<file path="src/ldo_four_pkg.sv">
// Constants for the fourth regulator control register set.
`default_nettype none
package ldo_four_pkg;
	localparam int          ADDR_W           = 8;
	localparam int          DATA_W           = 16;
	localparam int          CODE_W           = 5;
	localparam int          SLOT_W           = 4;
	localparam int          MV_W             = 12;
	localparam logic [7:0]  MODE_VOLT_ADDR   = 8'hD1;
	localparam logic [7:0]  FAULT_SLOT_ADDR  = 8'hD2;
	localparam logic [7:0]  HIB_ADDR         = 8'hD3;
	localparam int          SWITCH_BIT       = 14;
	localparam int          FLOAT_BIT        = 10;
	localparam int          VSEL_LSB         = 0;
	localparam int          REACT_LSB        = 14;
	localparam int          START_LSB        = 10;
	localparam int          STOP_LSB         = 6;
	localparam int          HIB_MODE_LSB     = 12;
	localparam int          HIB_SRC_LSB      = 8;
	localparam int          VIMG_LSB         = 0;
	localparam int          NUM_LDO          = 4;
	localparam logic [4:0]  VSEL_RESET       = 5'h1B;
	localparam logic [4:0]  VIMG_RESET       = 5'h1C;
	localparam logic [3:0]  START_RESET      = 4'h0;
	localparam logic [3:0]  STOP_RESET       = 4'h0;
	localparam logic [3:0]  SLOT_NONE        = 4'h0;
	localparam logic [3:0]  SLOT_LAST_STATE  = 4'hF;
	localparam logic [1:0]  HIB_MODE_RESET   = 2'h0;
	localparam logic [1:0]  HIB_SRC_RESET    = 2'h0;
	localparam logic [11:0] LOW_BASE_MV      = 12'h384;
	localparam logic [11:0] LOW_STEP_MV      = 12'h032;
	localparam logic [11:0] HIGH_BASE_MV     = 12'h708;
	localparam logic [11:0] HIGH_STEP_MV     = 12'h064;
	typedef enum logic [1:0] {
		REACT_IGNORE   = 2'b00,
		REACT_REG_OFF  = 2'b01,
		REACT_SYS_OFF  = 2'b10,
		REACT_SYS_OFF2 = 2'b11
	} fault_reaction_e;
	typedef enum logic [1:0] {
		HIB_IMAGE    = 2'b00,
		HIB_DISABLE  = 2'b01,
		HIB_RSVD_A   = 2'b10,
		HIB_RSVD_B   = 2'b11
	} hibernate_behaviour_e;
	typedef enum logic [1:0] {
		SRC_REG_BIT  = 2'b00,
		SRC_LINE_ONE = 2'b01,
		SRC_LINE_TWO = 2'b10,
		SRC_LINE_THR = 2'b11
	} hibernate_source_e;
endpackage
`default_nettype wire

</file>
<file path="src/voltage_code_if.sv">
// Carrier between the register set and a voltage code decoder.
`timescale 1ns/10ps
`default_nettype none
interface voltage_code_if;
	import ldo_four_pkg::*;
	logic [CODE_W-1:0] code;
	logic [MV_W-1:0]   millivolts;
	modport owner (output code, input millivolts);
	modport decoder (input code, output millivolts);
endinterface
`default_nettype wire

</file>
<file path="src/voltage_code_decode.sv">
// Turns a five-bit regulator voltage code into millivolts.
`timescale 1ns/10ps
`default_nettype none
module voltage_code_decode (
	voltage_code_if.decoder port_if
);
	import ldo_four_pkg::*;
	logic [MV_W-1:0] step_count;

	// Lower half steps by 50 mV from 0.9 V, upper half by 100 mV from 1.8 V.
	always_comb begin
		step_count = {{(MV_W-CODE_W+1){1'b0}}, port_if.code[CODE_W-2:0]};
		if (port_if.code[CODE_W-1]) begin
			port_if.millivolts = MV_W'(HIGH_BASE_MV + step_count * HIGH_STEP_MV);
		end else begin
			port_if.millivolts = MV_W'(LOW_BASE_MV + step_count * LOW_STEP_MV);
		end
	end
endmodule // voltage_code_decode
`default_nettype wire

</file>
<file path="src/ldo_four_regs.sv">
// Control and status register set of the fourth low-dropout regulator.
`timescale 1ns/10ps
`default_nettype none
module ldo_four_regs #(
	parameter logic [4:0] VSEL_DEFAULT  = ldo_four_pkg::VSEL_RESET,
	parameter logic [3:0] START_DEFAULT = ldo_four_pkg::START_RESET
) (
	input  wire logic                              clk_in,
	input  wire logic                              srst_in,
	input  wire logic                              sm_reset_in,
	input  wire logic                              reg_write_in,
	input  wire logic [ldo_four_pkg::ADDR_W-1:0]   reg_addr_in,
	input  wire logic [ldo_four_pkg::DATA_W-1:0]   reg_wdata_in,
	output logic      [ldo_four_pkg::DATA_W-1:0]   reg_rdata_out,
	input  wire logic                              fault_in,
	input  wire logic [ldo_four_pkg::NUM_LDO-1:0]  ldo_enabled_in,
	input  wire logic [ldo_four_pkg::SLOT_W-1:0]   seq_slot_in,
	input  wire logic                              seq_up_strobe_in,
	input  wire logic                              seq_down_strobe_in,
	input  wire logic                              enter_active_in,
	input  wire logic                              enter_off_in,
	input  wire logic                              hibernate_reg_bit_in,
	input  wire logic                              low_power_line_one_in,
	input  wire logic                              low_power_line_two_in,
	input  wire logic                              low_power_line_three_in,
	output logic                                   switch_mode_select_out,
	output logic                                   output_float_on_disable_out,
	output logic      [ldo_four_pkg::CODE_W-1:0]   output_voltage_code_out,
	output logic      [1:0]                        fault_reaction_out,
	output logic      [ldo_four_pkg::SLOT_W-1:0]   startup_slot_out,
	output logic      [ldo_four_pkg::SLOT_W-1:0]   shutdown_slot_out,
	output logic      [1:0]                        hibernate_behaviour_out,
	output logic      [1:0]                        hibernate_source_select_out,
	output logic      [ldo_four_pkg::CODE_W-1:0]   hibernate_voltage_code_out,
	output logic                                   discharge_out,
	output logic                                   fault_irq_out,
	output logic                                   shutdown_regulator_out,
	output logic                                   shutdown_system_out,
	output logic                                   startup_now_out,
	output logic                                   shutdown_now_out,
	output logic                                   hibernate_active_out,
	output logic                                   regulating_out,
	output logic      [ldo_four_pkg::MV_W-1:0]     target_mv_out
);
	import ldo_four_pkg::*;

	voltage_code_if normal_if ();
	voltage_code_if image_if ();

	voltage_code_decode normal_dec (
		.port_if (normal_if.decoder)
	);
	voltage_code_decode image_dec (
		.port_if (image_if.decoder)
	);

	logic                       switch_reg, switch_next;
	logic                       float_reg, float_next;
	logic [CODE_W-1:0]          vsel_reg, vsel_next;
	fault_reaction_e            react_reg, react_next;
	logic [SLOT_W-1:0]          start_reg, start_next;
	logic [SLOT_W-1:0]          stop_reg, stop_next;
	hibernate_behaviour_e       hmode_reg, hmode_next;
	hibernate_source_e          hsrc_reg, hsrc_next;
	logic [CODE_W-1:0]          vimg_reg, vimg_next;
	logic [DATA_W-1:0]          rdata_reg, rdata_next;
	logic [2:0]                 line_s1_reg, line_s2_reg, line_s3_reg;
	logic [2:0]                 line_reg, line_next;
	logic                       hib_sel;
	logic                       discharge_reg, discharge_next;
	logic                       irq_reg, irq_next;
	logic                       sd_reg_reg, sd_reg_next;
	logic                       sd_sys_reg, sd_sys_next;
	logic                       start_now_reg, start_now_next;
	logic                       stop_now_reg, stop_now_next;
	logic                       hib_reg, hib_next;
	logic                       regulating_reg, regulating_next;
	logic [MV_W-1:0]            mv_reg, mv_next;

	assign normal_if.code = vsel_reg;
	assign image_if.code  = vimg_reg;

	// Register fields: either reset source reloads the variant defaults on the next clock edge.
	always_comb begin
		switch_next = switch_reg;
		float_next  = float_reg;
		vsel_next   = vsel_reg;
		react_next  = react_reg;
		start_next  = start_reg;
		stop_next   = stop_reg;
		hmode_next  = hmode_reg;
		hsrc_next   = hsrc_reg;
		vimg_next   = vimg_reg;
		if (sm_reset_in) begin
			switch_next = 1'b0;
			float_next  = 1'b0;
			vsel_next   = VSEL_DEFAULT;
			react_next  = REACT_IGNORE;
			start_next  = START_DEFAULT;
			stop_next   = STOP_RESET;
			hmode_next  = hibernate_behaviour_e'(HIB_MODE_RESET);
			hsrc_next   = hibernate_source_e'(HIB_SRC_RESET);
			vimg_next   = VIMG_RESET;
		end else if (reg_write_in) begin
			case (reg_addr_in)
				MODE_VOLT_ADDR: begin
					switch_next = reg_wdata_in[SWITCH_BIT];
					float_next  = reg_wdata_in[FLOAT_BIT];
					vsel_next   = reg_wdata_in[VSEL_LSB +: CODE_W];
				end
				FAULT_SLOT_ADDR: begin
					react_next = fault_reaction_e'(reg_wdata_in[REACT_LSB +: 2]);
					start_next = reg_wdata_in[START_LSB +: SLOT_W];
					stop_next  = reg_wdata_in[STOP_LSB +: SLOT_W];
				end
				HIB_ADDR: begin
					hmode_next = hibernate_behaviour_e'(reg_wdata_in[HIB_MODE_LSB +: 2]);
					hsrc_next  = hibernate_source_e'(reg_wdata_in[HIB_SRC_LSB +: 2]);
					vimg_next  = reg_wdata_in[VIMG_LSB +: CODE_W];
				end
				default: begin
					switch_next = switch_reg;
				end
			endcase
		end
	end

	// Read data is registered, so it appears one cycle after the address; other addresses read zero.
	always_comb begin
		rdata_next = '0;
		case (reg_addr_in)
			MODE_VOLT_ADDR: begin
				rdata_next[SWITCH_BIT]             = switch_reg;
				rdata_next[FLOAT_BIT]              = float_reg;
				rdata_next[VSEL_LSB +: CODE_W]     = vsel_reg;
			end
			FAULT_SLOT_ADDR: begin
				rdata_next[REACT_LSB +: 2]         = react_reg;
				rdata_next[START_LSB +: SLOT_W]    = start_reg;
				rdata_next[STOP_LSB +: SLOT_W]     = stop_reg;
			end
			HIB_ADDR: begin
				rdata_next[HIB_MODE_LSB +: 2]      = hmode_reg;
				rdata_next[HIB_SRC_LSB +: 2]       = hsrc_reg;
				rdata_next[VIMG_LSB +: CODE_W]     = vimg_reg;
			end
			default: begin
				rdata_next = '0;
			end
		endcase
	end

	// Low-power lines are asynchronous pins; a level is taken only once stages two and three agree.
	always_comb begin
		for (int i = 0; i < 3; i++) begin
			line_next[i] = (line_s2_reg[i] == line_s3_reg[i]) ? line_s3_reg[i] : line_reg[i];
		end
	end

	always_comb begin
		case (hsrc_reg)
			SRC_REG_BIT:  hib_sel = hibernate_reg_bit_in;
			SRC_LINE_ONE: hib_sel = line_reg[0];
			SRC_LINE_TWO: hib_sel = line_reg[1];
			SRC_LINE_THR: hib_sel = line_reg[2];
			default:      hib_sel = 1'b0;
		endcase
	end

	// Derived controls for the sequencer and the analogue stage.
	always_comb begin
		hib_next = hib_sel;
		// The all-off case must win over the float bit so no rail is left charged.
		discharge_next = (~|ldo_enabled_in) | (~ldo_enabled_in[NUM_LDO-1] & ~float_reg);
		irq_next    = fault_in;
		sd_reg_next = fault_in & (react_reg == REACT_REG_OFF);
		sd_sys_next = fault_in & react_reg[1];
		start_now_next = ((start_reg != SLOT_NONE) & (start_reg != SLOT_LAST_STATE) &
			seq_up_strobe_in & (seq_slot_in == start_reg)) |
			((start_reg == SLOT_LAST_STATE) & enter_active_in);
		stop_now_next = ((stop_reg != SLOT_NONE) & (stop_reg != SLOT_LAST_STATE) &
			seq_down_strobe_in & (seq_slot_in == stop_reg)) |
			(((stop_reg == SLOT_NONE) | (stop_reg == SLOT_LAST_STATE)) & enter_off_in);
		regulating_next = ~switch_reg & ~(hib_sel & (hmode_reg == HIB_DISABLE));
		if (switch_reg) begin
			mv_next = '0;
		end else if (hib_sel & (hmode_reg == HIB_IMAGE)) begin
			mv_next = image_if.millivolts;
		end else if (hib_sel & (hmode_reg == HIB_DISABLE)) begin
			mv_next = '0;
		end else begin
			mv_next = normal_if.millivolts;
		end
	end

	always_ff @(posedge clk_in) begin
		if (srst_in) begin
			switch_reg     <= 1'b0;
			float_reg      <= 1'b0;
			vsel_reg       <= VSEL_DEFAULT;
			react_reg      <= REACT_IGNORE;
			start_reg      <= START_DEFAULT;
			stop_reg       <= STOP_RESET;
			hmode_reg      <= hibernate_behaviour_e'(HIB_MODE_RESET);
			hsrc_reg       <= hibernate_source_e'(HIB_SRC_RESET);
			vimg_reg       <= VIMG_RESET;
			rdata_reg      <= '0;
			line_s1_reg    <= '0;
			line_s2_reg    <= '0;
			line_s3_reg    <= '0;
			line_reg       <= '0;
			discharge_reg  <= 1'b0;
			irq_reg        <= 1'b0;
			sd_reg_reg     <= 1'b0;
			sd_sys_reg     <= 1'b0;
			start_now_reg  <= 1'b0;
			stop_now_reg   <= 1'b0;
			hib_reg        <= 1'b0;
			regulating_reg <= 1'b0;
			mv_reg         <= '0;
		end else begin
			switch_reg     <= switch_next;
			float_reg      <= float_next;
			vsel_reg       <= vsel_next;
			react_reg      <= react_next;
			start_reg      <= start_next;
			stop_reg       <= stop_next;
			hmode_reg      <= hmode_next;
			hsrc_reg       <= hsrc_next;
			vimg_reg       <= vimg_next;
			rdata_reg      <= rdata_next;
			line_s1_reg    <= {low_power_line_three_in, low_power_line_two_in, low_power_line_one_in};
			line_s2_reg    <= line_s1_reg;
			line_s3_reg    <= line_s2_reg;
			line_reg       <= line_next;
			discharge_reg  <= discharge_next;
			irq_reg        <= irq_next;
			sd_reg_reg     <= sd_reg_next;
			sd_sys_reg     <= sd_sys_next;
			start_now_reg  <= start_now_next;
			stop_now_reg   <= stop_now_next;
			hib_reg        <= hib_next;
			regulating_reg <= regulating_next;
			mv_reg         <= mv_next;
		end
	end

	assign reg_rdata_out               = rdata_reg;
	assign switch_mode_select_out      = switch_reg;
	assign output_float_on_disable_out = float_reg;
	assign output_voltage_code_out     = vsel_reg;
	assign fault_reaction_out          = react_reg;
	assign startup_slot_out            = start_reg;
	assign shutdown_slot_out           = stop_reg;
	assign hibernate_behaviour_out     = hmode_reg;
	assign hibernate_source_select_out = hsrc_reg;
	assign hibernate_voltage_code_out  = vimg_reg;
	assign discharge_out               = discharge_reg;
	assign fault_irq_out               = irq_reg;
	assign shutdown_regulator_out      = sd_reg_reg;
	assign shutdown_system_out         = sd_sys_reg;
	assign startup_now_out             = start_now_reg;
	assign shutdown_now_out            = stop_now_reg;
	assign hibernate_active_out        = hib_reg;
	assign regulating_out              = regulating_reg;
	assign target_mv_out               = mv_reg;
endmodule // ldo_four_regs
`default_nettype wire

</file>
<file path="config.mk">
export PLATFORM = sky130hd
export DESIGN_NAME = ldo_four_regs
export DESIGN_NICKNAME = d
export VERILOG_FILES = /design/src/ldo_four_pkg.sv /design/src/voltage_code_if.sv /design/src/voltage_code_decode.sv /design/src/ldo_four_regs.sv
export SDC_FILE = /design/constraint.sdc
export NUM_CORES = 1
export LEC_CHECK = 0
export BUFFER_PORTS_ARGS = -buffer_cell sky130_fd_sc_hd__buf_2
export CAP_MARGIN = 30
export CORE_MARGIN = 2
export CORE_UTILIZATION = 46
export DETAILED_ROUTE_END_ITERATION = 16
export HOLD_SLACK_MARGIN = 0.05
export PLACE_DENSITY_LB_ADDON = 0.12
export SETUP_SLACK_MARGIN = 0.4
export SLEW_MARGIN = 20
export SYNTH_ARGS = -nofsm -noshare
export SYNTH_HDL_FRONTEND = slang
export SYNTH_SLANG_ARGS = --single-unit
</file>
<file path="constraint.sdc">
create_clock -name clk_in -period 2.2 [get_ports clk_in]
set_input_delay 0.22 -clock clk_in [delete_from_list [all_inputs] [get_ports clk_in]]
set_output_delay 0.22 -clock clk_in [all_outputs]
set_load 0.02 [all_outputs]
</file>
== After elaboration in Yosys (flattened, before gate mapping) ==
Index checks and enable logic that the tools add are counted.
Widths: inputs -> output; s select.

* Register bits: 74
* Logic and storage cells: 98
* Bits of input ports: 45
* Output and inout port bits: 62

* Bitwise logic cells: 23
* Add/subtract/negate cells: 4
* Mux-type cells: 10
* Multipliers: 4
* Reductions and logical operators: 13
* Equality and inequality tests: 17

{| class="wikitable"
|+ Operators with widths
! kind !! count
|-
| $mux 12 || 4
|-
| $mul 4x5->9 const B || 4
|-
| $add 11x11->12 const A || 2
|-
| $eq 8x8->1 const B || 3
|-
| $add 10x10->11 const A || 2
|-
| $and 1x1->1 || 14
|-
| $pmux 5 s2 || 1
|-
| $eq 4x4->1 || 2
|-
| $eq 4x4->1 const B || 2
|-
| $ne 4x4->1 const B || 2
|-
| $pmux 2 s2 || 2
|-
| $reduce_bool 4->1 || 2
|-
| $eq 2x1->1 const B || 3
|-
| $reduce_and 2->1 || 3
|-
| $reduce_or 2->1 || 3
|-
| $not 1->1 || 5
|-
| $eq 2x2->1 const B || 2
|-
| $logic_not 2->1 || 2
|-
| $logic_not 4->1 || 1
|-
| $or 1x1->1 || 4
|-
| $pmux 1 s2 || 2
|-
| $pmux 1 s4 || 1
|-
| $reduce_or 4->1 || 1
|-
| $eq 1x1->1 || 3
|-
| $logic_not 1->1 || 1
|}

== Longest topological paths before layout ==
* Depth in word-level cells: 5
* Gate-level depth with buffers: 10
* Gate-level depth less buffers: 10

== Hierarchy ==
From an unflattened synthesis, not the netlist that was laid out.

* Cells, all modules: 425
* Area, all modules: 3,940.0 µm²

{| class="wikitable"
|+ Modules (own cells, without submodules)
! module !! seq. area each (µm²) !! times used !! cells each !! area an instance (µm²)
|-
| ldo_four_regs || 1,461.4 || 1 || 293 || 2,904.0
|-
| voltage_code_decode || 0.0 || 2 || 66 || 518.0
|}

== Worst setup path before layout ==
No wires, ideal clock.

* Kind: register to register
* From: reg vsel_reg[0], in the netlist output_voltage_code_out[0]
* To: reg mv_reg[9], in the netlist target_mv_out[9]
* Stages on the path, launching flop included: 10
* Arrival time: 2,409 ps
* Buffers on the path: 0
* Required time: 2,126 ps
* Period minus slack after synthesis: 2,484 ps
* Slack: -284 ps
* Cell sequence: dfxtp_1 ha_1 ha_1 inv_1 fa_1 and3b_1 nand3_1 a311oi_1 o21ai_0 a31oi_1

* Longest elaborated chain between the ends: 5
* Elaborated cells between the ends (all ways): 7
* Those cells by class: add/sub: 2; mul: 2; mux: 3

{| class="wikitable"
|+ RTL lines
! item !! line !! text
|-
| from (decl) || ldo_four_regs.sv:59 || <nowiki>logic [CODE_W-1:0] vsel_reg, vsel_next;</nowiki>
|-
| from (signal assigned) || ldo_four_regs.sv:224 || <nowiki>vsel_reg <= vsel_next;</nowiki>
|-
| $mul 4x5->9 || voltage_code_decode.sv:14, voltage_code_decode.sv:16 ||
|-
| $add 11x11->12 or $add 10x10->11 (tied branches) || voltage_code_decode.sv:14, voltage_code_decode.sv:16 ||
|-
| $mux 12 (*) || voltage_code_decode.sv:13 || <nowiki>if (port_if.code[CODE_W-1]) begin</nowiki>
|-
| $mux 12 (*) || ldo_four_regs.sv:189 || <nowiki>end else if (hib_sel & (hmode_reg == HIB_DISABLE)) begin</nowiki>
|-
| $mux 12 (*) || ldo_four_regs.sv:187 || <nowiki>end else if (hib_sel & (hmode_reg == HIB_IMAGE)) begin</nowiki>
|-
| to (signal assigned) || ldo_four_regs.sv:244 || <nowiki>mv_reg <= mv_next;</nowiki>
|-
| to (decl) || ldo_four_regs.sv:78 || <nowiki>logic [MV_W-1:0] mv_reg, mv_next;</nowiki>
|}

Every way passes the cells marked *; elsewhere a longest branch is shown, timed or not.
A chain may end at the register's enable or synchronous reset.

== Worst setup path after layout ==
* From: reg vimg_reg[0], in the netlist hibernate_voltage_code_out[0]
* To: reg mv_reg[7], in the netlist target_mv_out[7]

* Longest elaborated chain between the ends: 4
* Elaborated cells between the ends (all ways): 6
* Those cells by class: add/sub: 2; mul: 2; mux: 2

{| class="wikitable"
|+ RTL lines
! item !! line !! text
|-
| from (decl) || ldo_four_regs.sv:65 || <nowiki>logic [CODE_W-1:0] vimg_reg, vimg_next;</nowiki>
|-
| from (signal assigned) || ldo_four_regs.sv:230 || <nowiki>vimg_reg <= vimg_next;</nowiki>
|-
| $mul 4x5->9 || voltage_code_decode.sv:14, voltage_code_decode.sv:16 ||
|-
| $add 11x11->12 or $add 10x10->11 (tied branches) || voltage_code_decode.sv:14, voltage_code_decode.sv:16 ||
|-
| $mux 12 (*) || voltage_code_decode.sv:13 ||
|-
| $mux 12 (*) || ldo_four_regs.sv:187 ||
|}

Marked as above.

==> results.toml <==
[run_status]
run_status = "finished with violations"
violations = "negative setup slack"

[finish]
nets = 555
insertedDiodeCount = 0
drive_gt1_share_pct = 41.62
fin_area_um2 = 4763
areaGrowthSynthToFinish_pct = 39.81
multi_input_area_um2 = 2155
nFillCells = 607
largest_reg_flops = 15
regArea_um2 = 1470

[sta]
rsz0062_at_grt = "yes"
final.setup_skew_ps = 8.104
setup_viol = 4
final-max-slew-violation-count = 0
holdWs_ps = 71.42
min_period_over_period_pct = 102.6
fin_ws_ps = -57.01
report.final.hold_viol_count = 0
period_minus_slack_ps = 2257
clock.fmax_ghz = 0.4431

[routing]
firstDrtPassIters = 4
drt_first_iter_violations = 93
via_per_inst = 5.251
ant_nets = 0
post_drt_wl_per_cell_um = 14.77
drc = 0
wl_mm = 8.776
num_vias = 3119

[synthesis]
postSynthAreaPerCell_um2 = 9.490
synth-main-ff-cell = "dfxtp_1"
synth_fa_ha_area_share_pct = 7.786
yosysUniqueCellTypes = 51
synth_edf_count = 0
syn_area_um2 = 3407
seq_area_frac_synth_pct = 42.31
synth_xor_area_share_pct = 4.627
synthArstFlopShare_pct = 0
synth_compound_area_share_pct = 10.72
synth_top_family_by_area = "simple AND/OR/NAND/NOR gates"
synth_simple_gate_area_share_pct = 19.10
synth-seq-cells = 72
muxShareOfSynthArea_pct = 11.83
yosys_warnings = 0
synthCells = 359

[placed_design]
placed_area_um2 = 4314
routabilityCongestion = 0.8350
dp_hpwl_mm = 6.416
port_buffers = 103

[floorplanning]
num_rows = 31
die_y_um = 90.06
num_io_pins = 107
die_w_um = 90.06
core_um2 = 7214
start_util_pct = 47.23
die-area_um2 = 8111

[clock_network]
cts_root_buf = "clkbuf_8"
cts_max_level = 3
clock_latency_ps = 350
clk_path_buf_depth = 2
cts_tree = "built"
clk_pin_slew_ps = 80
cts_sinks = 72
numCtsBuffers = 9

[critical_path]
endpoint_kind = "flip-flop"
startpoint_type = "flip-flop"
reg2reg_slack_ps = -60
crit_required_ps = 2480
crit_arrival_ps = 2530
crit_type = "flip-flop to flip-flop"
cp_max_fo = 4

[run]
maxCapViolations = 0

[power]
total_leakage_power_nw = 2.271
p_per_area_nw_per_um2 = 537.9
ir_drop_mv = 0.4476

[global_routing]
grt_start_max_net_pins = 23
overflow = 0
antenna_found_initial = 0
track_usage_pct = 21.20
first_global_vias = 3013
grt_pass1_wl_mm = 13.81

[hold_path]
hold_path_class = "primary input to flip-flop"
## cell type report
type                       count  area share [%]
tap                           99           2.600
inverter                      12          0.9456
multi-input combinational    260           45.23
clock buffer                   9           2.600
clock inverter                 7           1.681
sequential                    72           30.86
timing repair buffer         135           16.08
## cell usage in the layout (no fill, tap or decap), types with 3 or more instances in the layout
master | netlist | routed
buf_2 | 3 | 103
dfxtp_1 | 72 | 63
mux2i_1 | 38 | 38
nor2_1 | 33 | 33
buf_4 | 3 | 29
nand2_1 | 25 | 24
a21oi_1 | 17 | 15
nor2b_1 | 14 | 14
inv_1 | 12 | 9
ha_1 | 18 | 9
clkbuf_8 | 0 | 9
nand3_1 | 10 | 8
ha_4 | 0 | 8
a22oi_1 | 9 | 7
xnor2_1 | 11 | 7
dfxtp_4 | 0 | 7
nor3_1 | 8 | 6
o21ai_0 | 10 | 6
xor2_1 | 7 | 6
nand4_1 | 4 | 4
and3_1 | 4 | 4
inv_2 | 0 | 3
or3_1 | 4 | 3
xnor2_2 | 0 | 3
o21a_1 | 3 | 3
a31oi_1 | 3 | 3
## worst paths after layout
path                                                    start          endpoint  depth (start not counted)
worst max-delay path            hibernate_voltage_code_out[0]  target_mv_out[7]                          9
worst max register to register  hibernate_voltage_code_out[0]  target_mv_out[7]                          9
worst min register to register                 line_s1_reg[0]    line_s2_reg[0]                          1
worst min-delay path                    low_power_line_two_in    line_s1_reg[1]                          2
## what timing repair did
action,CTS,global route
resized for setup,8,23
hold buffers,1,0
endpoints found under the hold margin,1,0
setup buffers,2,6
endpoints found under the setup margin,10,10
pin swaps,7,10
## critical path, cell delays in order, from the launching register on
cell     delay [ps]
dfxtp_4         370
ha_4            240
ha_4            170
fa_2            410
xnor2_4         180
buf_6           130
or3_4           370
nand2_4          80
a22oi_2          70
a21oi_1         160
## synth_stat cells (all sizes together) (10+ instances only)
| master | count | area [um2] |
|---|---|---|
| nor3 | 10 | 66.32 |
| a21oi | 17 | 85.08 |
| xnor2 | 11 | 96.34 |
| mux2i | 38 | 380.4 |
| nand2 | 28 | 112.6 |
| inv | 12 | 45.04 |
| dfxtp | 72 | 1441 |
| nor2b | 14 | 87.58 |
| nor2 | 33 | 123.9 |
| o21ai | 10 | 50.05 |
| ha | 18 | 225.2 |
| nand3 | 10 | 50.05 |
## power breakdown
group | switching, mW | internal [mW]
logic | 0.100 | 0.0773
clock network | 0.527 | 0.537
registers | 0.00546 | 1.32
total | 0.633 | 1.93
## cells by family after synthesis
logic type | after synthesis
simple gates | 124
flops | 72
compound gates | 57
mux | 39
buf+inv | 28
fa+ha+maj | 20
xor+xnor | 18
other cells | 1
## through the flow
step	utilization, %	setup slack, ps	total power, mW	cells	setup TNS (ps)
global route	66.03	-144.2	2.676	594	-610.2
finish	66.03	-57.01	2.562	594	-204.8
global placement	59.80	-5.375	1.517	569	-5.375
detailed placement	59.80	-42.70	1.520	569	-55.59
floorplan	-	9.844	1.450	360	0
CTS	63.68	-13.75	2.588	588	-17.71
## layer usage
| metal | vias to the layer above | track usage (%) | part of all wire [%] |
|---|---|---|---|
| met5 | - | 0 | 0 |
| met4 | 0 | 9.231 | 2.7 |
| met3 | 27 | 5.197 | 6.2 |
| met2 | 109 | 37.22 | 52 |
| met1 | 1460 | 24.47 | 40 |
| li1 | 1523 | - | - |
No activity file was read; power rests on OpenSTA's default activity.
